[src/core/pscr_pkg.sv]
package pscr_pkg;

    // register index and byte address
    localparam logic [7:0]  PSCR_IDX       = 8'h11;
    localparam logic [7:0]  PSCR_ADDR      = 8'h44;
    // block state readback, index and byte address
    localparam logic [7:0]  PSTAT_IDX      = 8'h1F;
    localparam logic [7:0]  PSTAT_ADDR     = 8'h7C;

    // field positions of the control register
    localparam int          CLK_DIS_BIT    = 15;
    localparam int          PS_EN_BIT      = 14;
    localparam int          PS_MODE_LSB    = 12;
    localparam int          SCR_BYP_BIT    = 11;
    localparam int          FIFO_DEP_LSB   = 8;
    localparam int          FD_COL_BIT     = 4;
    // bits software may change; reserved and unlaid bits stay zero
    localparam logic [15:0] PSCR_WR_MASK   = 16'hFB10;
    localparam logic [15:0] PSCR_RESET     = 16'h0100;
    localparam logic [1:0]  FIFO_DEP_RESET = 2'h1;

    // axi responses
    localparam logic [1:0]  RESP_OKAY      = 2'h0;
    localparam logic [1:0]  RESP_SLVERR    = 2'h2;

    // wake pulse period, 1.4 s
    localparam int          NLP_PERIOD_MS  = 1400;
    localparam int          CLK_FREQ_KHZ   = 100_000;
    localparam int          NLP_CYCLES     = NLP_PERIOD_MS * CLK_FREQ_KHZ;

    // far-end loopback fifo
    localparam int          LB_DEPTH       = 8;
    localparam int          LB_WIDTH       = 4;

    // power modes, field encoding
    typedef enum logic [1:0] {
        PSCR_MODE_NORMAL  = 2'h0,
        PSCR_MODE_PDOWN   = 2'h1,
        PSCR_MODE_ASLEEP  = 2'h2,
        PSCR_MODE_PSLEEP  = 2'h3
    } pscr_mode_t;

    // power state, gray along normal-pdown-asleep-psleep
    typedef enum logic [1:0] {
        PSCR_ST_NORMAL    = 2'b00,
        PSCR_ST_PDOWN     = 2'b01,
        PSCR_ST_ASLEEP    = 2'b11,
        PSCR_ST_PSLEEP    = 2'b10
    } pscr_state_t;

    // control register content
    typedef struct packed {
        logic        clk_dis;
        logic        ps_en;
        pscr_mode_t  ps_mode;
        logic        scr_byp;
        logic [1:0]  fifo_dep;
        logic        fd_col;
    } pscr_ctrl_t;

endpackage

[src/core/pscr_lb_fifo.sv]
`timescale 1ns/1ps
// elastic nibble buffer: reads wait until the fill reaches threshold
module pscr_lb_fifo #(
    parameter int WIDTH = 4,
    parameter int DEPTH = 8
) (
    // clock and reset
    input  wire logic                     mclk_i,
    input  wire logic                     rstn_i,
    // fill threshold
    input  wire logic [$clog2(DEPTH):0]   thresh_i,
    // write side
    input  wire logic                     wr_valid_i,
    input  wire logic [WIDTH-1:0]         wr_data_i,
    output logic                          wr_ready_o,
    // read side
    input  wire logic                     rd_en_i,
    output logic                          rd_valid_o,
    output logic [WIDTH-1:0]              rd_data_o,
    output logic [$clog2(DEPTH):0]        level_o
);

    localparam int AW = $clog2(DEPTH);

    // pointers wrap naturally only for a power of two
    if ((1 << AW) != DEPTH || DEPTH < 2) begin : g_chk
        $error("pscr_lb_fifo: DEPTH must be a power of two");
    end

    logic [WIDTH-1:0] mem_q [DEPTH];
    logic [AW-1:0]    wp_q;
    logic [AW-1:0]    rp_q;
    logic             armed_q;
    logic             do_wr;
    logic             do_rd;

    assign wr_ready_o = (level_o != (AW+1)'(DEPTH));
    assign do_wr      = wr_valid_i && wr_ready_o;
    assign do_rd      = rd_en_i && armed_q && (level_o != '0);

    // storage, no reset needed
    always_ff @(posedge mclk_i) begin
        if (do_wr) begin
            mem_q[wp_q] <= wr_data_i;
        end
    end

    // pointers and fill level
    always_ff @(posedge mclk_i or negedge rstn_i) begin
        if (!rstn_i) begin
            wp_q    <= '0;
            rp_q    <= '0;
            level_o <= '0;
        end else begin
            if (do_wr) begin
                wp_q <= wp_q + 1'b1;
            end
            if (do_rd) begin
                rp_q <= rp_q + 1'b1;
            end
            level_o <= level_o + (AW+1)'(do_wr) - (AW+1)'(do_rd);
        end
    end

    // arm at threshold, disarm once drained
    always_ff @(posedge mclk_i or negedge rstn_i) begin
        if (!rstn_i) begin
            armed_q <= 1'b0;
        end else if (!armed_q && level_o >= thresh_i) begin
            armed_q <= 1'b1;
        end else if (armed_q && level_o == '0) begin
            armed_q <= 1'b0;
        end
    end

    // registered read port
    always_ff @(posedge mclk_i or negedge rstn_i) begin
        if (!rstn_i) begin
            rd_valid_o <= 1'b0;
            rd_data_o  <= '0;
        end else begin
            rd_valid_o <= do_rd;
            if (do_rd) begin
                rd_data_o <= mem_q[rp_q];
            end
        end
    end

endmodule

[src/core/pscr_sync.sv]
`timescale 1ns/1ps
// two-stage synchroniser for a pin level
module pscr_sync (
    // clock and reset
    input  wire logic mclk_i,
    input  wire logic rstn_i,
    // level
    input  wire logic async_i,
    output logic      sync_o
);

    logic meta_q;

    // first stage feeds only the second
    always_ff @(posedge mclk_i or negedge rstn_i) begin
        if (!rstn_i) begin
            meta_q <= 1'b0;
            sync_o <= 1'b0;
        end else begin
            meta_q <= async_i;
            sync_o <= meta_q;
        end
    end

endmodule

[src/core/pscr_top.sv]
// Functional notes
// - clock disable bit stops internal clocks
// - clock disable acts only in power-down
// - mode 00 keeps normal full operation
// - mode 01 powers down all but management
// - active sleep sends wake pulse every 1.4s
// - passive sleep keeps energy detect, no pulses
// - energy detected in sleep wakes automatically
// - scrambler bypass bit bypasses 100M scrambler
// - reserved bits read zero, writes ignored
// - depth field resets to five nibbles
// - loopback nibbles pass through rate-adapting fifo
// - collision in full duplex only when enabled
//
// Decided for this implementation: register access over AXI4-Lite.
`timescale 1ns/1ps
module pscr_top #(
    parameter int NLP_CYCLES = pscr_pkg::NLP_CYCLES,
    parameter int AW         = 8
) (
    // clock and reset
    input  wire logic          mclk_i,
    input  wire logic          rstn_i,
    // axi4-lite write address
    input  wire logic          s_axi_awvalid,
    output logic               s_axi_awready,
    input  wire logic [AW-1:0] s_axi_awaddr,
    // axi4-lite write data
    input  wire logic          s_axi_wvalid,
    output logic               s_axi_wready,
    input  wire logic [31:0]   s_axi_wdata,
    input  wire logic [3:0]    s_axi_wstrb,
    // axi4-lite write response
    output logic               s_axi_bvalid,
    input  wire logic          s_axi_bready,
    output logic [1:0]         s_axi_bresp,
    // axi4-lite read address
    input  wire logic          s_axi_arvalid,
    output logic               s_axi_arready,
    input  wire logic [AW-1:0] s_axi_araddr,
    // axi4-lite read data
    output logic               s_axi_rvalid,
    input  wire logic          s_axi_rready,
    output logic [31:0]        s_axi_rdata,
    output logic [1:0]         s_axi_rresp,
    // line side
    input  wire logic          energy_pin_i,
    input  wire logic          collision_i,
    input  wire logic          full_duplex_i,
    // far-end loopback
    input  wire logic          lb_enable_i,
    input  wire logic          lb_rx_valid_i,
    input  wire logic [3:0]    lb_rx_data_i,
    input  wire logic          lb_tx_en_i,
    output logic               lb_tx_valid_o,
    output logic [3:0]         lb_tx_data_o,
    // power and datapath controls
    output logic               core_power_on_o,
    output logic               clk_disable_o,
    output logic               energy_det_en_o,
    output logic               nlp_pulse_o,
    output logic               scr_bypass_o,
    output logic               col_o
);

    localparam int LBW = $clog2(pscr_pkg::LB_DEPTH);
    localparam int NCW = $clog2(NLP_CYCLES + 1);

    // the counter width and fifo depth field assume these
    if (NLP_CYCLES < 2 || pscr_pkg::LB_DEPTH < 8 || AW < 8) begin : g_chk
        $error("pscr_top: parameter out of range");
    end

    pscr_pkg::pscr_ctrl_t  ctrl_q;
    pscr_pkg::pscr_state_t state_q;
    pscr_pkg::pscr_state_t state_d;
    logic [AW-1:0]         aw_addr_q;
    logic                  aw_full_q;
    logic [31:0]           w_data_q;
    logic [3:0]            w_strb_q;
    logic                  w_full_q;
    logic                  wr_fire;
    logic                  wr_hit;
    logic [15:0]           wr_val;
    logic [15:0]           reg_img;
    logic                  energy_s;
    logic                  wake;
    logic [NCW-1:0]        nlp_cnt_q;
    logic [LBW:0]          lb_thresh;
    logic [LBW:0]          lb_level;
    logic                  lb_fifo_valid;
    logic [3:0]            lb_fifo_data;

    // energy detect pin into the clock domain
    pscr_sync u_ed_sync (
        .mclk_i  (mclk_i),
        .rstn_i  (rstn_i),
        .async_i (energy_pin_i),
        .sync_o  (energy_s)
    );

    // register image; reserved bits constant zero
    // reserved read zero
    always_comb begin
        reg_img                               = '0;
        reg_img[pscr_pkg::CLK_DIS_BIT]        = ctrl_q.clk_dis;
        reg_img[pscr_pkg::PS_EN_BIT]          = ctrl_q.ps_en;
        reg_img[pscr_pkg::PS_MODE_LSB +: 2]   = ctrl_q.ps_mode;
        reg_img[pscr_pkg::SCR_BYP_BIT]        = ctrl_q.scr_byp;
        reg_img[pscr_pkg::FIFO_DEP_LSB +: 2]  = ctrl_q.fifo_dep;
        reg_img[pscr_pkg::FD_COL_BIT]         = ctrl_q.fd_col;
    end

    // merge write data by byte lane, masked to writable bits
    always_comb begin
        wr_val = reg_img;
        if (w_strb_q[0]) begin
            wr_val[7:0] = w_data_q[7:0];
        end
        if (w_strb_q[1]) begin
            wr_val[15:8] = w_data_q[15:8];
        end
        wr_val = wr_val & pscr_pkg::PSCR_WR_MASK;
    end

    assign wr_fire = aw_full_q && w_full_q && !s_axi_bvalid;
    assign wr_hit  = (aw_addr_q[7:0] == pscr_pkg::PSCR_ADDR);

    // write address, held until the response
    always_ff @(posedge mclk_i or negedge rstn_i) begin
        if (!rstn_i) begin
            s_axi_awready <= 1'b1;
            aw_full_q     <= 1'b0;
            aw_addr_q     <= '0;
        end else if (s_axi_awready && s_axi_awvalid) begin
            s_axi_awready <= 1'b0;
            aw_full_q     <= 1'b1;
            aw_addr_q     <= s_axi_awaddr;
        end else if (s_axi_bvalid && s_axi_bready) begin
            s_axi_awready <= 1'b1;
            aw_full_q     <= 1'b0;
        end
    end

    // write data, either order
    always_ff @(posedge mclk_i or negedge rstn_i) begin
        if (!rstn_i) begin
            s_axi_wready <= 1'b1;
            w_full_q     <= 1'b0;
            w_data_q     <= '0;
            w_strb_q     <= '0;
        end else if (s_axi_wready && s_axi_wvalid) begin
            s_axi_wready <= 1'b0;
            w_full_q     <= 1'b1;
            w_data_q     <= s_axi_wdata;
            w_strb_q     <= s_axi_wstrb;
        end else if (s_axi_bvalid && s_axi_bready) begin
            s_axi_wready <= 1'b1;
            w_full_q     <= 1'b0;
        end
    end

    // write response; unmapped gives slverr
    always_ff @(posedge mclk_i or negedge rstn_i) begin
        if (!rstn_i) begin
            s_axi_bvalid <= 1'b0;
            s_axi_bresp  <= pscr_pkg::RESP_OKAY;
        end else if (wr_fire) begin
            s_axi_bvalid <= 1'b1;
            s_axi_bresp  <= (wr_hit || aw_addr_q[7:0] == pscr_pkg::PSTAT_ADDR)
                          ? pscr_pkg::RESP_OKAY : pscr_pkg::RESP_SLVERR;
        end else if (s_axi_bready) begin
            s_axi_bvalid <= 1'b0;
        end
    end

    // read channel, one cycle from address to data
    always_ff @(posedge mclk_i or negedge rstn_i) begin
        if (!rstn_i) begin
            s_axi_arready <= 1'b1;
            s_axi_rvalid  <= 1'b0;
            s_axi_rdata   <= '0;
            s_axi_rresp   <= pscr_pkg::RESP_OKAY;
        end else if (s_axi_arready && s_axi_arvalid) begin
            s_axi_arready <= 1'b0;
            s_axi_rvalid  <= 1'b1;
            s_axi_rresp   <= pscr_pkg::RESP_OKAY;
            unique case (s_axi_araddr[7:0])
                pscr_pkg::PSCR_ADDR: begin
                    s_axi_rdata <= {16'h0000, reg_img};
                end
                pscr_pkg::PSTAT_ADDR: begin
                    s_axi_rdata <= {25'h000_0000, lb_level, energy_s,
                                    2'(state_q)};
                end
                default: begin
                    s_axi_rdata <= '0;
                    s_axi_rresp <= pscr_pkg::RESP_SLVERR;
                end
            endcase
        end else if (s_axi_rvalid && s_axi_rready) begin
            s_axi_arready <= 1'b1;
            s_axi_rvalid  <= 1'b0;
        end
    end

    // wake on energy in either sleep
    // automatic power-up
    assign wake = energy_s && (state_q == pscr_pkg::PSCR_ST_ASLEEP
                            || state_q == pscr_pkg::PSCR_ST_PSLEEP);

    // control register; wake clears the enable, a same-cycle write wins
    always_ff @(posedge mclk_i or negedge rstn_i) begin
        if (!rstn_i) begin
            ctrl_q          <= '0;
            ctrl_q.fifo_dep <= pscr_pkg::FIFO_DEP_RESET;
        end else begin
            if (wake) begin
                ctrl_q.ps_en <= 1'b0;
            end
            if (wr_fire && wr_hit) begin
                ctrl_q.clk_dis  <= wr_val[pscr_pkg::CLK_DIS_BIT];
                ctrl_q.ps_en    <= wr_val[pscr_pkg::PS_EN_BIT];
                ctrl_q.ps_mode  <= pscr_pkg::pscr_mode_t'(
                                   wr_val[pscr_pkg::PS_MODE_LSB +: 2]);
                ctrl_q.scr_byp  <= wr_val[pscr_pkg::SCR_BYP_BIT];
                ctrl_q.fifo_dep <= wr_val[pscr_pkg::FIFO_DEP_LSB +: 2];
                ctrl_q.fd_col   <= wr_val[pscr_pkg::FD_COL_BIT];
            end
        end
    end

    // next power state from enable and mode
    always_comb begin
        state_d = pscr_pkg::PSCR_ST_NORMAL;
        if (ctrl_q.ps_en && !wake) begin
            unique case (ctrl_q.ps_mode)
                pscr_pkg::PSCR_MODE_NORMAL: state_d = pscr_pkg::PSCR_ST_NORMAL;
                pscr_pkg::PSCR_MODE_PDOWN:  state_d = pscr_pkg::PSCR_ST_PDOWN;
                pscr_pkg::PSCR_MODE_ASLEEP: state_d = pscr_pkg::PSCR_ST_ASLEEP;
                pscr_pkg::PSCR_MODE_PSLEEP: state_d = pscr_pkg::PSCR_ST_PSLEEP;
            endcase
        end
    end

    // power state register
    always_ff @(posedge mclk_i or negedge rstn_i) begin
        if (!rstn_i) begin
            state_q <= pscr_pkg::PSCR_ST_NORMAL;
        end else begin
            state_q <= state_d;
        end
    end

    // power controls, registered
    always_ff @(posedge mclk_i or negedge rstn_i) begin
        if (!rstn_i) begin
            core_power_on_o <= 1'b1;
            clk_disable_o   <= 1'b0;
            energy_det_en_o <= 1'b0;
        end else begin
            core_power_on_o <= (state_d == pscr_pkg::PSCR_ST_NORMAL);
            clk_disable_o   <= ctrl_q.clk_dis
                            && (state_d == pscr_pkg::PSCR_ST_PDOWN);
            energy_det_en_o <= (state_d == pscr_pkg::PSCR_ST_ASLEEP)
                            || (state_d == pscr_pkg::PSCR_ST_PSLEEP);
        end
    end

    // wake pulse timer, restarts on every entry into active sleep
    // pulse every 1.4 s
    always_ff @(posedge mclk_i or negedge rstn_i) begin
        if (!rstn_i) begin
            nlp_cnt_q   <= '0;
            nlp_pulse_o <= 1'b0;
        end else if (state_d != pscr_pkg::PSCR_ST_ASLEEP) begin
            nlp_cnt_q   <= '0;
            nlp_pulse_o <= 1'b0;
        end else if (nlp_cnt_q == NCW'(NLP_CYCLES - 1)) begin
            nlp_cnt_q   <= '0;
            nlp_pulse_o <= 1'b1;
        end else begin
            nlp_cnt_q   <= nlp_cnt_q + 1'b1;
            nlp_pulse_o <= 1'b0;
        end
    end

    // datapath controls
    always_ff @(posedge mclk_i or negedge rstn_i) begin
        if (!rstn_i) begin
            scr_bypass_o <= 1'b0;
            col_o        <= 1'b0;
        end else begin
            scr_bypass_o <= ctrl_q.scr_byp;
            col_o        <= collision_i
                         && (!full_duplex_i || ctrl_q.fd_col);
        end
    end

    // depth field to nibble count
    // depth decode
    always_comb begin
        unique case (ctrl_q.fifo_dep)
            2'h0:    lb_thresh = (LBW+1)'(4);
            2'h1:    lb_thresh = (LBW+1)'(5);
            2'h2:    lb_thresh = (LBW+1)'(6);
            2'h3:    lb_thresh = (LBW+1)'(8);
        endcase
    end

    // rx-to-tx rate adaptation; a nibble arriving while full is lost,
    // so software sizes the depth for packet length and clock spread
    // loopback through fifo
    pscr_lb_fifo #(
        .WIDTH (pscr_pkg::LB_WIDTH),
        .DEPTH (pscr_pkg::LB_DEPTH)
    ) u_lb_fifo (
        .mclk_i     (mclk_i),
        .rstn_i     (rstn_i),
        .thresh_i   (lb_thresh),
        .wr_valid_i (lb_rx_valid_i && lb_enable_i && core_power_on_o),
        .wr_data_i  (lb_rx_data_i),
        .wr_ready_o (),
        .rd_en_i    (lb_tx_en_i && lb_enable_i),
        .rd_valid_o (lb_fifo_valid),
        .rd_data_o  (lb_fifo_data),
        .level_o    (lb_level)
    );

    assign lb_tx_valid_o = lb_fifo_valid;
    assign lb_tx_data_o  = lb_fifo_data;

endmodule

[config.mk]
export PLATFORM = sky130hd
export DESIGN_NAME = pscr_top
export DESIGN_NICKNAME = d
export VERILOG_FILES = /design/src/core/pscr_pkg.sv /design/src/core/pscr_lb_fifo.sv /design/src/core/pscr_sync.sv /design/src/core/pscr_top.sv
export SDC_FILE = /design/constraint.sdc
export NUM_CORES = 1
export LEC_CHECK = 0
export ABC_AREA = 0
export CAP_MARGIN = 20
export CORE_MARGIN = 3
export CORE_UTILIZATION = 50
export CTS_CLUSTER_SIZE = 10
export DETAILED_ROUTE_END_ITERATION = 16
export DONT_BUFFER_PORTS = 1
export PLACE_DENSITY_LB_ADDON = 0.08
export SLEW_MARGIN = 40
export SYNTH_ARGS = -nofsm -noshare
export SYNTH_HDL_FRONTEND = slang
export SYNTH_HIERARCHICAL = 1
export SYNTH_SLANG_ARGS = --single-unit
[constraint.sdc]
create_clock -name mclk_i -period 3.5 [get_ports mclk_i]
set_input_delay 0.175 -clock mclk_i [delete_from_list [all_inputs] [get_ports mclk_i]]
set_output_delay 0.175 -clock mclk_i [all_outputs]
set_load 0.02 [all_outputs]
### Yosys cells after proc, flatten, opt, wreduce, memory -nomap -nowiden

Memory sizes are Yosys's and may differ from the RTL's. A register that Yosys moved wholly into a read port is not among the register bits.
Index checks and enable logic that the tools add are counted.

* flip-flop bits (word level): 127
* bits in latches: 0
* bits in writable memories: 32
* ROM bits: 0
* input bits: 69
* word-level logic and storage cells: 134
* memories: 1

* add/sub/neg operators: 5
* $mul: 0
* divide/modulo/power cells: 0
* $lt $le $gt $ge: 1
* equal/unequal tests: 19
* shift operators: 0
* mux-type cells: 30
* bitwise gates (word level): 0
* reductions and logical operators: 44

Memory list
* u_lb_fifo.mem_q: words 8, width 4, rd ports 1, clocked after memory_dff 1, write ports 1, line pscr_lb_fifo.sv:30 `logic [WIDTH-1:0] mem_q [DEPTH];`

Operator list (count)
* two-way mux 28 bit: 2
* equality test 8 x 7 -> 1 bit (second input constant): 4
* case mux 16 bit (2 select lines): 1
* adder 28 x 1 -> 28 bit (second input constant): 1
* equality test 28 bit (second input constant): 1
* logical AND 1 bit: 20
* two-way mux 1 bit: 19
* equality test 2 bit (second input constant): 8
* case mux 4 bit (4 select lines): 1
* two-way mux 7 bit: 2
* nonzero test 2 bit: 6
* case mux 2 bit (4 select lines): 1
* adder 3 x 1 -> 3 bit (second input constant): 2
* equality test 2 x 1 -> 1 bit (second input constant): 3
* zero test 2 bit: 3
* two-way mux 2 bit: 3
* AND reduction 2 bit: 3
* zero test 1 bit: 5
* two-way mux 5 bit: 1
* adder 4 x 1 -> 4 bit: 1
* greater-or-equal comparator 4 bit: 1
* zero test 4 bit: 1
* logical OR 1 bit: 4
* inequality test 2 bit (second input constant): 2
* 4 further kinds: 4

### Logic depth before layout (Yosys ltp)

Gate-level depths: netlist of the first run.

* word-level depth: 8
* gate-level depth with buffers: 11
* mapped depth without buffers: 10

### Cells and area by module

Netlist of the first run, hierarchy kept.

Modules (own cells, without submodules)
* pscr_top: times used 1, cells an instance 348, area each 3872.5 µm², sequential area each 2133.3 µm²
* pscr_lb_fifo: times used 1, cells an instance 149, area each 2139.6 µm², sequential area each 1361.3 µm²
* pscr_sync: times used 1, cells an instance 2, area each 50.0 µm², sequential area each 50.0 µm²

### Least setup slack after synthesis of the first run

OpenSTA, ideal clock, no wires.

* path type: register to register
* start: register u_lb_fifo.level_o[2]
* end: register u_lb_fifo.level_o[2]
* library setup time: 123 ps
* arrival time: 2290 ps
* data required time: 3377 ps
* path slack: 1088 ps
* cell stages (with the launch flop): 11
* period minus slack after synthesis: 2412 ps
* cell sequence: dfrtp_1 > inv_1 > ha_1 > or3b_1 > and3_4 > buf_6 > ha_1 > inv_1 > ha_1 > fa_1 > xor2_1

RTL lines
* from (decl): line pscr_lb_fifo.sv:20 `output logic [$clog2(DEPTH):0] level_o`
* from (signal assigned): line pscr_lb_fifo.sv:61 `level_o <= level_o + (AW+1)'(do_wr) - (AW+1)'(do_rd);`
* nonzero test 4 bit: line pscr_lb_fifo.sv:39 `assign do_rd = rd_en_i && armed_q && (level_o != '0);`
* logical AND 1 bit: line pscr_lb_fifo.sv:39
* via u_lb_fifo.do_rd: line pscr_lb_fifo.sv:35 `logic do_rd;`
* subtractor 4 x 1 -> 4 bit: line pscr_lb_fifo.sv:61

The timed path passes the listed nets, and every way through them passes these cells.
A chain may end at the register's enable or synchronous reset.

### Worst setup path after layout of the first run

* start: register u_lb_fifo.level_o[2]
* end: register u_lb_fifo.level_o[2]

* word-level cells in the longest chain between the ends: 4

Ends and longest elaborated chain
* inequality test 4 bit: line pscr_lb_fifo.sv:37 `assign wr_ready_o = (level_o != (AW+1)'(DEPTH));`
* logical AND 1 bit: line pscr_lb_fifo.sv:38 `assign do_wr = wr_valid_i && wr_ready_o;`
* adder 4 x 1 -> 4 bit: line pscr_lb_fifo.sv:61
* subtractor 4 x 1 -> 4 bit (*): line pscr_lb_fifo.sv:61

Every way passes the cells marked *; elsewhere a longest branch is shown, timed or not.

==> qor.yml, run 1 <==
grt_pass1_vias: 3785
dpl_cell_area_um2: 6100
max_freq_ghz: 0.404
antenna_cells: 0
grt_overflow: 0
hold_class: "input port to flip-flop"
post_drt_wl_per_cell_um: 16.2
num_rows: 39
synth_enable_flop_cells: 32
place_congestion: 0.767
cts_inserted_buffers: 17
synth_seq_area_share: 0.585
fp.dieW_um: 116
vias: 3797
cpPeakStageDelay_ns: 0.39
yosys_warnings: 6
ys.flop_type: "dfrtp_1"
yosysTopAreaCell: "dfrtp_1"
synth_area_leaders: "dfrtp_1 (40%), edfxtp_1 (16%), mux2_2 (4.6%)"
cp.required_ns: 3.80
status: "finished, final reports clean"
cts_tree: "done"
drive_above_1_share: 0.149
finalSetupTns_ns: 0
p_clk_frac: 0.343
syn_to_final_growth_pct: 15.7
arrival_ns: 2.77
hpwlAfterDp_um: 7450
fin_skew_ns: 0.00582
setup_viol: 0
first_iter_violations: 226
yosys_register_bits: 135
cp-start-kind: "flip-flop"
cts_root_buffer: "clkbuf_16"
syn_area_per_cell_um2: 12.1
die_area_um2: 13500
hold_viol: 0
final_nets: 625
period_minus_slack_ns: 2.47
ys_types: 57
cts_sinks: 135
power_mw: 4.68
grt_pass1_wl_um: 19000
grt_usage: 0.183
synth_top_area_frac: 0.405
drv_slew: 0
drtAntennaViolNets: 0
cp_slowest_cell: "dfrtp_1"
ir_drop_uv: 428
synthCells: 499
core_area_um2: 11600
yosys-top-cells-count: "dfrtp_1 (98), edfxtp_1 (32), nand2_1 (30)"
power.density_nw_per_um2: 667
start_util: 0.522
power_frac_seq: 0.479
post_cts_buffers: 0
via_per_inst: 5.46
drt_first_pass_iters: 6
period_share: 0.707
io_buffers: 0
intPower_mw: 3.31
path_max_fanout: 13
crit_top_cell: "ha_1"
p_sw_frac: 0.293
async_reset_ff_frac: 0.763
clk_latency_ns: 0.41
post-synth-top-count-cell: "dfrtp_1"
worst_slew_pin_slew_ns: 0.723
htreeDepth: 4
path_class: "flip-flop to flip-flop"
max-cap-violations: 0
io_pins: 121
p_switching_mw: 1.37
worstSetupEndpointType: "flip-flop"
cellLeakagePower_nw: 2.96
max_slew_margin: 0.517
clock_path_buffers: 2
antenna_found_initial: 0
rsz0062_at_grt: "no"
die_h_um: 116
drc_errors: 0
grt_max_degree: 104
totalWireLength_um: 11200
cts.reportedPaths.clkPinSlew_ns: 0.05
final_area_um2: 7010
power_frac_comb: 0.178
syn_area_um2: 6060
path_cells: "inv_1, ha_1, or3b_1, and3_4, ha_1, inv_1, ha_1, fa_1, xor2_1"
layer usage:
| layer | routed length, um | vias to the layer above | track usage |
|---|---|---|---|
| met5 | 0 | - | 0 |
| met4 | 122 | 0 | 0.0580 |
| met1 | 5210 | 1875 | 0.246 |
| li1 | - | 1840 | - |
| met2 | 5450 | 73 | 0.285 |
| met3 | 460 | 9 | 0.0575 |
power groups by stage:
stage	Sequential, mW	Clock, mW	Combinational [mW]
2_1_floorplan	2.15	0	0.726
3_3_place_gp	2.26	0	0.735
3_5_place_dp	2.27	0	0.763
4_1_cts	2.24	1.65	0.842
5_1_grt	2.29	1.72	0.947
6_report	2.24	1.61	0.832
area by class of cell:
class | instances | area [um^2]
clock buffers | 17 | 425
clock inverters | 15 | 114
fillers | 980 | 4600
inverters | 25 | 93.8
multi-input cells | 324 | 2280
flip-flops and latches | 135 | 3550
well taps | 143 | 179
repair buffers | 36 | 375
worst paths after layout:
path | from | to | slack (ns) | cells past startpoint
max | u_lb_fifo/level_o[2]$_DFF_PN0_ | u_lb_fifo/level_o[2]$_DFF_PN0_ | 1.03 | 9
min | s_axi_araddr[6] | s_axi_rdata[4]$_DFFE_PN0P_ | 0.06 | 2
max reg2reg | u_lb_fifo/level_o[2]$_DFF_PN0_ | u_lb_fifo/level_o[2]$_DFF_PN0_ | 1.03 | 9
min reg2reg | u_ed_sync/meta_q$_DFF_PN0_ | u_ed_sync/sync_o$_DFF_PN0_ | 0.39 | 0
max in group asynchronous | rstn_i | u_lb_fifo/rp_q[0]$_DFFE_PN0P_ | 2.73 | 2
min in group asynchronous | rstn_i | col_o$_DFF_PN0_ | 0.35 | 2
worst max-delay path: cells and delay by family (launching register included):
kind / cells / cell delay, ns
xor+xnor: 1 / 0.17
fa+ha+maj: 4 / 1.01
buf+inv: 2 / 0.15
simple gates: 2 / 0.64
flops: 1 / 0.39
timing repair:
item	in CTS	in global routing
setup endpoints to repair	0	0
hold buffers	35	0
endpoints found under the hold margin	162	0
gates resized for setup	0	0
registers in the layout, summed over array words and instances, names as in the netlist, 3 cells and up:
name / count
aw_addr_q: 8
ctrl_q: 8
nlp_cnt_q: 28
s_axi_rdata: 14
u_lb_fifo/level_o: 4
u_lb_fifo/mem_q: 32
u_lb_fifo/rd_data_o: 4
u_lb_fifo/rp_q: 3
u_lb_fifo/wp_q: 3
w_data_q: 8
cell families (layout without fill, tap and decap cells):
| kind of cell | Yosys count | after routing | share of synthesized area |
|---|---|---|---|
| AOI/OAI and AO/OA | 69 | 69 | 0.0764 |
| xor gates and xnor gates | 17 | 17 | 0.0246 |
| adders and majority gates | 17 | 17 | 0.0363 |
| buffers and inverters | 59 | 93 | 0.0524 |
| DFF | 135 | 135 | 0.585 |
| muxes | 47 | 47 | 0.0838 |
| other | 1 | 20 | 0.000619 |
| and+or+nand+nor | 154 | 154 | 0.141 |
through the flow:
| step | hold slack, ns | utilization | worst slack (ns) | instances |
|---|---|---|---|---|
| final | 0.0617 | 0.604 | 1.03 | 695 |
| after floorplan | -0.121 | - | 1.09 | 518 |
| after global routing | 0.0697 | 0.604 | 0.899 | 695 |
| after CTS | 0.0235 | 0.604 | 1.02 | 695 |
| after global placement | -0.118 | 0.525 | 1.07 | 628 |
| after detailed placement | -0.117 | 0.525 | 1.03 | 628 |
cells in the final DEF, fill, tap and decap left out, types with 5 or more instances in the layout:
cell type and instances:
conb_1 20, o21ai_0 16, a22o_1 13, dfstp_2 5, nand4_1 14, clkinv_2 6, edfxtp_1 32, dfrtp_1 97
dlygate4sd3_1 34, mux2_2 25, or3_1 12, clkbuf_16 17, a21oi_1 18, nand3_1 20, nor2_1 25, xor2_1 12
nor3_1 5, or4_1 5, nand2_1 30, and3_1 9, mux2i_1 20, inv_1 25, xnor2_1 5, ha_1 16
a22oi_1 8, clkinvlp_4 5
Note: power is estimated with default switching activity, not from simulation.
==> inputs of run 2 (changes only) <==
clock period = 2.59 ns   (was 3.5 ns; I/O delays follow)
==> run 2 against run 1 <==
Via count is 0.79% lower. Critical path depth stayed put. Worst hold slack better by 0.0049 ns. Power is 35% higher. Setup slack worse by 0.82 ns. Final area is 0.41% higher. Register-to-register slack worse by 0.82 ns. Clock power is 31% higher. Non-clock buffer count is 6 higher. Largest cell class unchanged. Highest routed layer unchanged.
==> qor.yml, run 2 (synthesized netlist as in run 1, its figures left out) <==
status: "finished, final reports clean"
path_cells: "inv_1, ha_1, or3b_1, and3_4, ha_1, inv_1, ha_1, fa_1, xor2_1"
period_minus_slack_ns: 2.38
grt_max_degree: 104
totalWireLength_um: 11200
cts_tree: "done"
fp.dieW_um: 116
cts_resized: 0
cpPeakStageDelay_ns: 0.39
die_area_um2: 13500
fin_skew_ns: 0.00663
grt_pass1_vias: 3787
grt_pass1_wl_um: 18600
die_h_um: 116
drtAntennaViolNets: 0
dp_cells: 632
period_share: 0.920
worst_slew_pin_slew_ns: 0.630
num_rows: 39
core_area_um2: 11600
path_buf_inv: 2
ir_drop_uv: 596
antenna_found_initial: 0
drv_slew: 0
clk_latency_ns: 0.41
mostFrequentLayoutCell: "dfrtp_1"
drive_above_1_share: 0.143
final_nets: 631
post_cts_buffers: 0
regMostFlops: "u_lb_fifo/mem_q"
grt_overflow: 0
htreeDepth: 4
power.density_nw_per_um2: 893
cts.reportedPaths.clkPinSlew_ns: 0.05
path_class: "flip-flop to flip-flop"
multiInputGateArea_um2: 2280
cellLeakagePower_nw: 2.99
first_iter_violations: 149
instances_no_fill: 701
path_max_fanout: 3
dpl_cell_area_um2: 6130
final_cell_mix: "dfrtp_1 (98), dlygate4sd3_1 (36), edfxtp_1 (32)"
power_mw: 6.29
clock_path_buffers: 2
reg_top3: "u_lb_fifo/mem_q (32), nlp_cnt_q (28), s_axi_rdata (14)"
io_buffers: 0
cts_inserted_buffers: 17
regArea_um2: 3540
drc_errors: 0
setup_viol: 0
via_per_inst: 5.37
final_area_um2: 7040
max_slew_margin: 0.579
path_delay_family: "adder cells"
vias: 3767
max-cap-violations: 0
hpwlAfterDp_um: 7490
antenna_cells: 0
grt_usage: 0.180
cts_sinks: 135
cp_slowest_cell: "dfrtp_1"
arrival_ns: 2.67
start_util: 0.522
place_congestion: 0.797
max_freq_ghz: 0.420
syn_to_final_growth_pct: 16.2
crit_top_cell: "ha_1"
io_pins: 121
cp-start-kind: "flip-flop"
cp.required_ns: 2.88
post_drt_wl_per_cell_um: 15.9
largest_register_ffs: 32
hold_viol: 0
drt_first_pass_iters: 4
rsz0062_at_grt: "no"
cts_root_buffer: "clkbuf_16"
finalSetupTns_ns: 0
n_fill_cell: 935
worstSetupEndpointType: "flip-flop"
hold_class: "input port to flip-flop"
==> run 2: changes by cell type in the layout (fill, tap and decap cells not counted), sizes merged <==
cell / previous run / this run
clkbuf: 17 / 24
inv: 25 / 26
clkinv: 9 / 5
clkinvlp: 5 / 2
buf: 2 / 6
bufinv: 1 / 0
dlygate4sd3: 34 / 36
==> run 2: final cells by class <==
cell class / count / share of cell area
well taps: 143 / 0.0254
inverters: 25 / 0.0133
flip-flops and latches: 135 / 0.503
multi-input cells: 324 / 0.324
clock inverters: 8 / 0.00711
repair buffers: 42 / 0.0604
clock buffers: 24 / 0.0670
==> run 2: power breakdown <==
part,internal [mW],switching (mW)
logic,0.617,0.606
registers,2.58,0.376
clock network,1.27,0.847
total,4.46,1.83
==> run 2: what timing repair did <==
item / CTS / global route
endpoints found under the setup margin: 0 / 0
hold buffers: 37 / 0
hold endpoints to repair: 163 / 0
==> run 2: routing by layer <==
| layer | track usage | vias up | share of wire |
|---|---|---|---|
| li1 | - | 1848 | - |
| met1 | 0.233 | 1836 | 0.46 |
| met2 | 0.292 | 69 | 0.49 |
| met3 | 0.0508 | 14 | 0.036 |
| met4 | 0.0642 | 0 | 0.013 |
| met5 | 0 | - | 0 |
==> run 2: worst paths after layout <==
kind | from | to | slack [ns] | depth (start not counted)
worst max-delay path | u_lb_fifo/level_o[2]$_DFF_PN0_ | u_lb_fifo/level_o[2]$_DFF_PN0_ | 0.21 | 9
worst min-delay path | s_axi_araddr[5] | s_axi_rdata[4]$_DFFE_PN0P_ | 0.07 | 3
worst max register to register | u_lb_fifo/level_o[2]$_DFF_PN0_ | u_lb_fifo/level_o[2]$_DFF_PN0_ | 0.21 | 9
worst min register to register | u_ed_sync/meta_q$_DFF_PN0_ | u_ed_sync/sync_o$_DFF_PN0_ | 0.37 | 0
max in group asynchronous | rstn_i | s_axi_awready$_DFFE_PN1P_ | 1.87 | 2
min in group asynchronous | rstn_i | s_axi_rresp[1]$_DFFE_PN0P_ | 0.32 | 2
==> run 2: tightest hold or removal path, cell delays in order <==
cell and delay (ns):
nand3_1 0.09, o22a_1 0.15, o31ai_1 0.06
==> run 2: through the flow <==
stage	hold WS, ns	setup slack [ns]	utilization
2_1_floorplan	-0.166	0.178	-
3_3_place_gp	-0.163	0.253	0.527
3_5_place_dp	-0.163	0.206	0.528
4_1_cts	0.0523	0.200	0.606
5_1_grt	0.0731	0.0751	0.606
6_report	0.0667	0.208	0.606
==> inputs of run 3 (changes only) <==
==> constraint.sdc (replaced) <==
create_clock -name mclk_i -period 2.59 [get_ports mclk_i]
set_input_delay 0.259 -clock mclk_i [delete_from_list [all_inputs] [get_ports mclk_i]]
set_output_delay 0.259 -clock mclk_i [all_outputs]
set_load 0.02 [all_outputs]
==> run 3 against run 2 <==
The flow now finishes with violations (hold timing). Combinational power shrank 5%. Final area grew 0.36%. Critical path depth is the same. Cell count shrank 0.86%. Critical path type unchanged.
==> qor.yml, run 3 (synthesized netlist as in run 1, its figures left out) <==
period_share: 0.914
fp.dieW_um: 116
cts_tree: "done"
drive_above_1_share: 0.150
clk_latency_ns: 0.42
mostFrequentLayoutCell: "dfrtp_1"
cts_resized: 0
post_drt_wl_per_cell_um: 15.8
cts_root_buffer: "clkbuf_16"
setup_viol: 0
drc_errors: 0
grt_usage: 0.179
fin_util: 0.609
drtAntennaViolNets: 0
final_cell_mix: "dfrtp_1 (98), edfxtp_1 (32), dlygate4sd3_1 (31)"
antenna_found_initial: 0
cts.reportedPaths.clkPinSlew_ns: 0.06
grt_pass1_wl_um: 18600
cp.required_ns: 2.89
die_area_um2: 13500
syn_to_final_growth_pct: 16.6
violations: "hold timing"
cellLeakagePower_nw: 3.01
largest_register_ffs: 32
grt_pass1_vias: 3761
status: "finished with violations"
arrival_ns: 2.66
io_pins: 121
power_frac_seq: 0.447
io_buffers: 0
reg_top3: "u_lb_fifo/mem_q (32), nlp_cnt_q (28), s_axi_rdata (14)"
antenna_cells: 0
fin_skew_ns: 0.00823
ir_drop_uv: 701
layout_setup_ws_ns: 0.223
cts_sinks: 135
drv_slew: 0
core_area_um2: 11600
place_ws_ns: 0.218
rrSetupSlack_ns: 0.22
worstSetupEndpointType: "flip-flop"
final_nets: 625
hold_class: "input port to async pin"
p_clk_frac: 0.379
power_mw: 6.62
ctsHoldBuffers: 31
max-cap-violations: 0
clock_path_buffers: 2
start_util: 0.522
max_freq_ghz: 0.422
rsz0062_at_grt: "no"
first_iter_violations: 140
hpwlAfterDp_um: 7320
via_per_inst: 5.36
die_h_um: 116
whs_ns: -0.461
num_rows: 39
drt_first_pass_iters: 4
totalWireLength_um: 11000
place_congestion: 0.802
worstRegToRegCells: 9
max_slew_margin: 0.581
grt_max_degree: 104
p_switching_mw: 1.83
grt_overflow: 0
r2r-end: "u_lb_fifo/level_o[2]$_DFF_PN0_"
post_cts_buffers: 0
power.density_nw_per_um2: 937
cp-start-kind: "flip-flop"
period_minus_slack_ns: 2.37
p_sw_frac: 0.276
hold_viol: 103
path_max_fanout: 3
regMostFlops: "u_lb_fifo/mem_q"
intPower_mw: 4.79
n_fill_cell: 942
htreeDepth: 4
cts_inserted_buffers: 17
path_class: "flip-flop to flip-flop"
power_frac_comb: 0.175
worst_slew_pin_slew_ns: 0.626
finalSetupTns_ns: 0
vias: 3725
rr_startpoint: "u_lb_fifo/level_o[2]$_DFF_PN0_"
[run 3: power by group through the flow]
stage / Sequential, mW / Clock (mW) / Combinational, mW
global route: 3.02 / 2.66 / 1.32
detailed placement: 2.99 / 0 / 1.11
global placement: 2.98 / 0 / 1.07
CTS: 2.96 / 2.55 / 1.17
finish: 2.96 / 2.51 / 1.16
floorplan: 2.91 / 0 / 0.981
[run 3: per-layer routing]
metal / up-vias / global-route usage / wire (um) / share of wire
met4: 0 / 0.0580 / 151 / 0.014
met3: 10 / 0.0591 / 420 / 0.038
met2: 72 / 0.292 / 5370 / 0.49
met1: 1804 / 0.228 / 5070 / 0.46
met5: - / 0 / 0 / 0
li1: 1839 / - / - / -
[run 3: cell type report]
type / instances / area [um^2] / area share
clock inverters: 11 / 143 / 0.0202
well taps: 143 / 179 / 0.0253
repair buffers: 36 / 348 / 0.0492
flip-flops and latches: 135 / 3540 / 0.502
clock buffers: 21 / 482 / 0.0682
inverters: 25 / 93.8 / 0.0133
multi-input cells: 324 / 2280 / 0.322
[run 3: worst max path at each step]
stage	startpoint	to	slack [ns]	cells past startpoint
floorplan	u_lb_fifo/level_o[2]$_DFF_PN0_	u_lb_fifo/level_o[2]$_DFF_PN0_	0.18	10
global placement	u_lb_fifo/level_o[2]$_DFF_PN0_	u_lb_fifo/level_o[2]$_DFF_PN0_	0.25	9
detailed placement	u_lb_fifo/level_o[2]$_DFF_PN0_	u_lb_fifo/level_o[2]$_DFF_PN0_	0.22	9
CTS	u_lb_fifo/level_o[2]$_DFF_PN0_	u_lb_fifo/level_o[2]$_DFF_PN0_	0.21	9
global route	u_lb_fifo/level_o[2]$_DFF_PN0_	u_lb_fifo/level_o[2]$_DFF_PN0_	0.11	9
finish	u_lb_fifo/level_o[2]$_DFF_PN0_	u_lb_fifo/level_o[2]$_DFF_PN0_	0.22	9
[run 3: stage by stage]
step	instance area [um^2]	hold slack (ns)	std cells
4_1_cts	7070	-0.481	695
3_3_place_gp	6130	-0.0340	632
3_5_place_dp	6130	-0.0336	632
6_report	7070	-0.461	695
5_1_grt	7070	-0.489	695
2_1_floorplan	6130	-0.0366	518
[run 3: worst max-delay path, stage by stage, from the launching register on]
cell and delay, ns:
dfrtp_1 0.40, inv_1 0.11, ha_1 0.14, or3b_1 0.36, and3_4 0.20, ha_1 0.27
inv_1 0.04, ha_1 0.19, fa_1 0.38, xor2_1 0.17
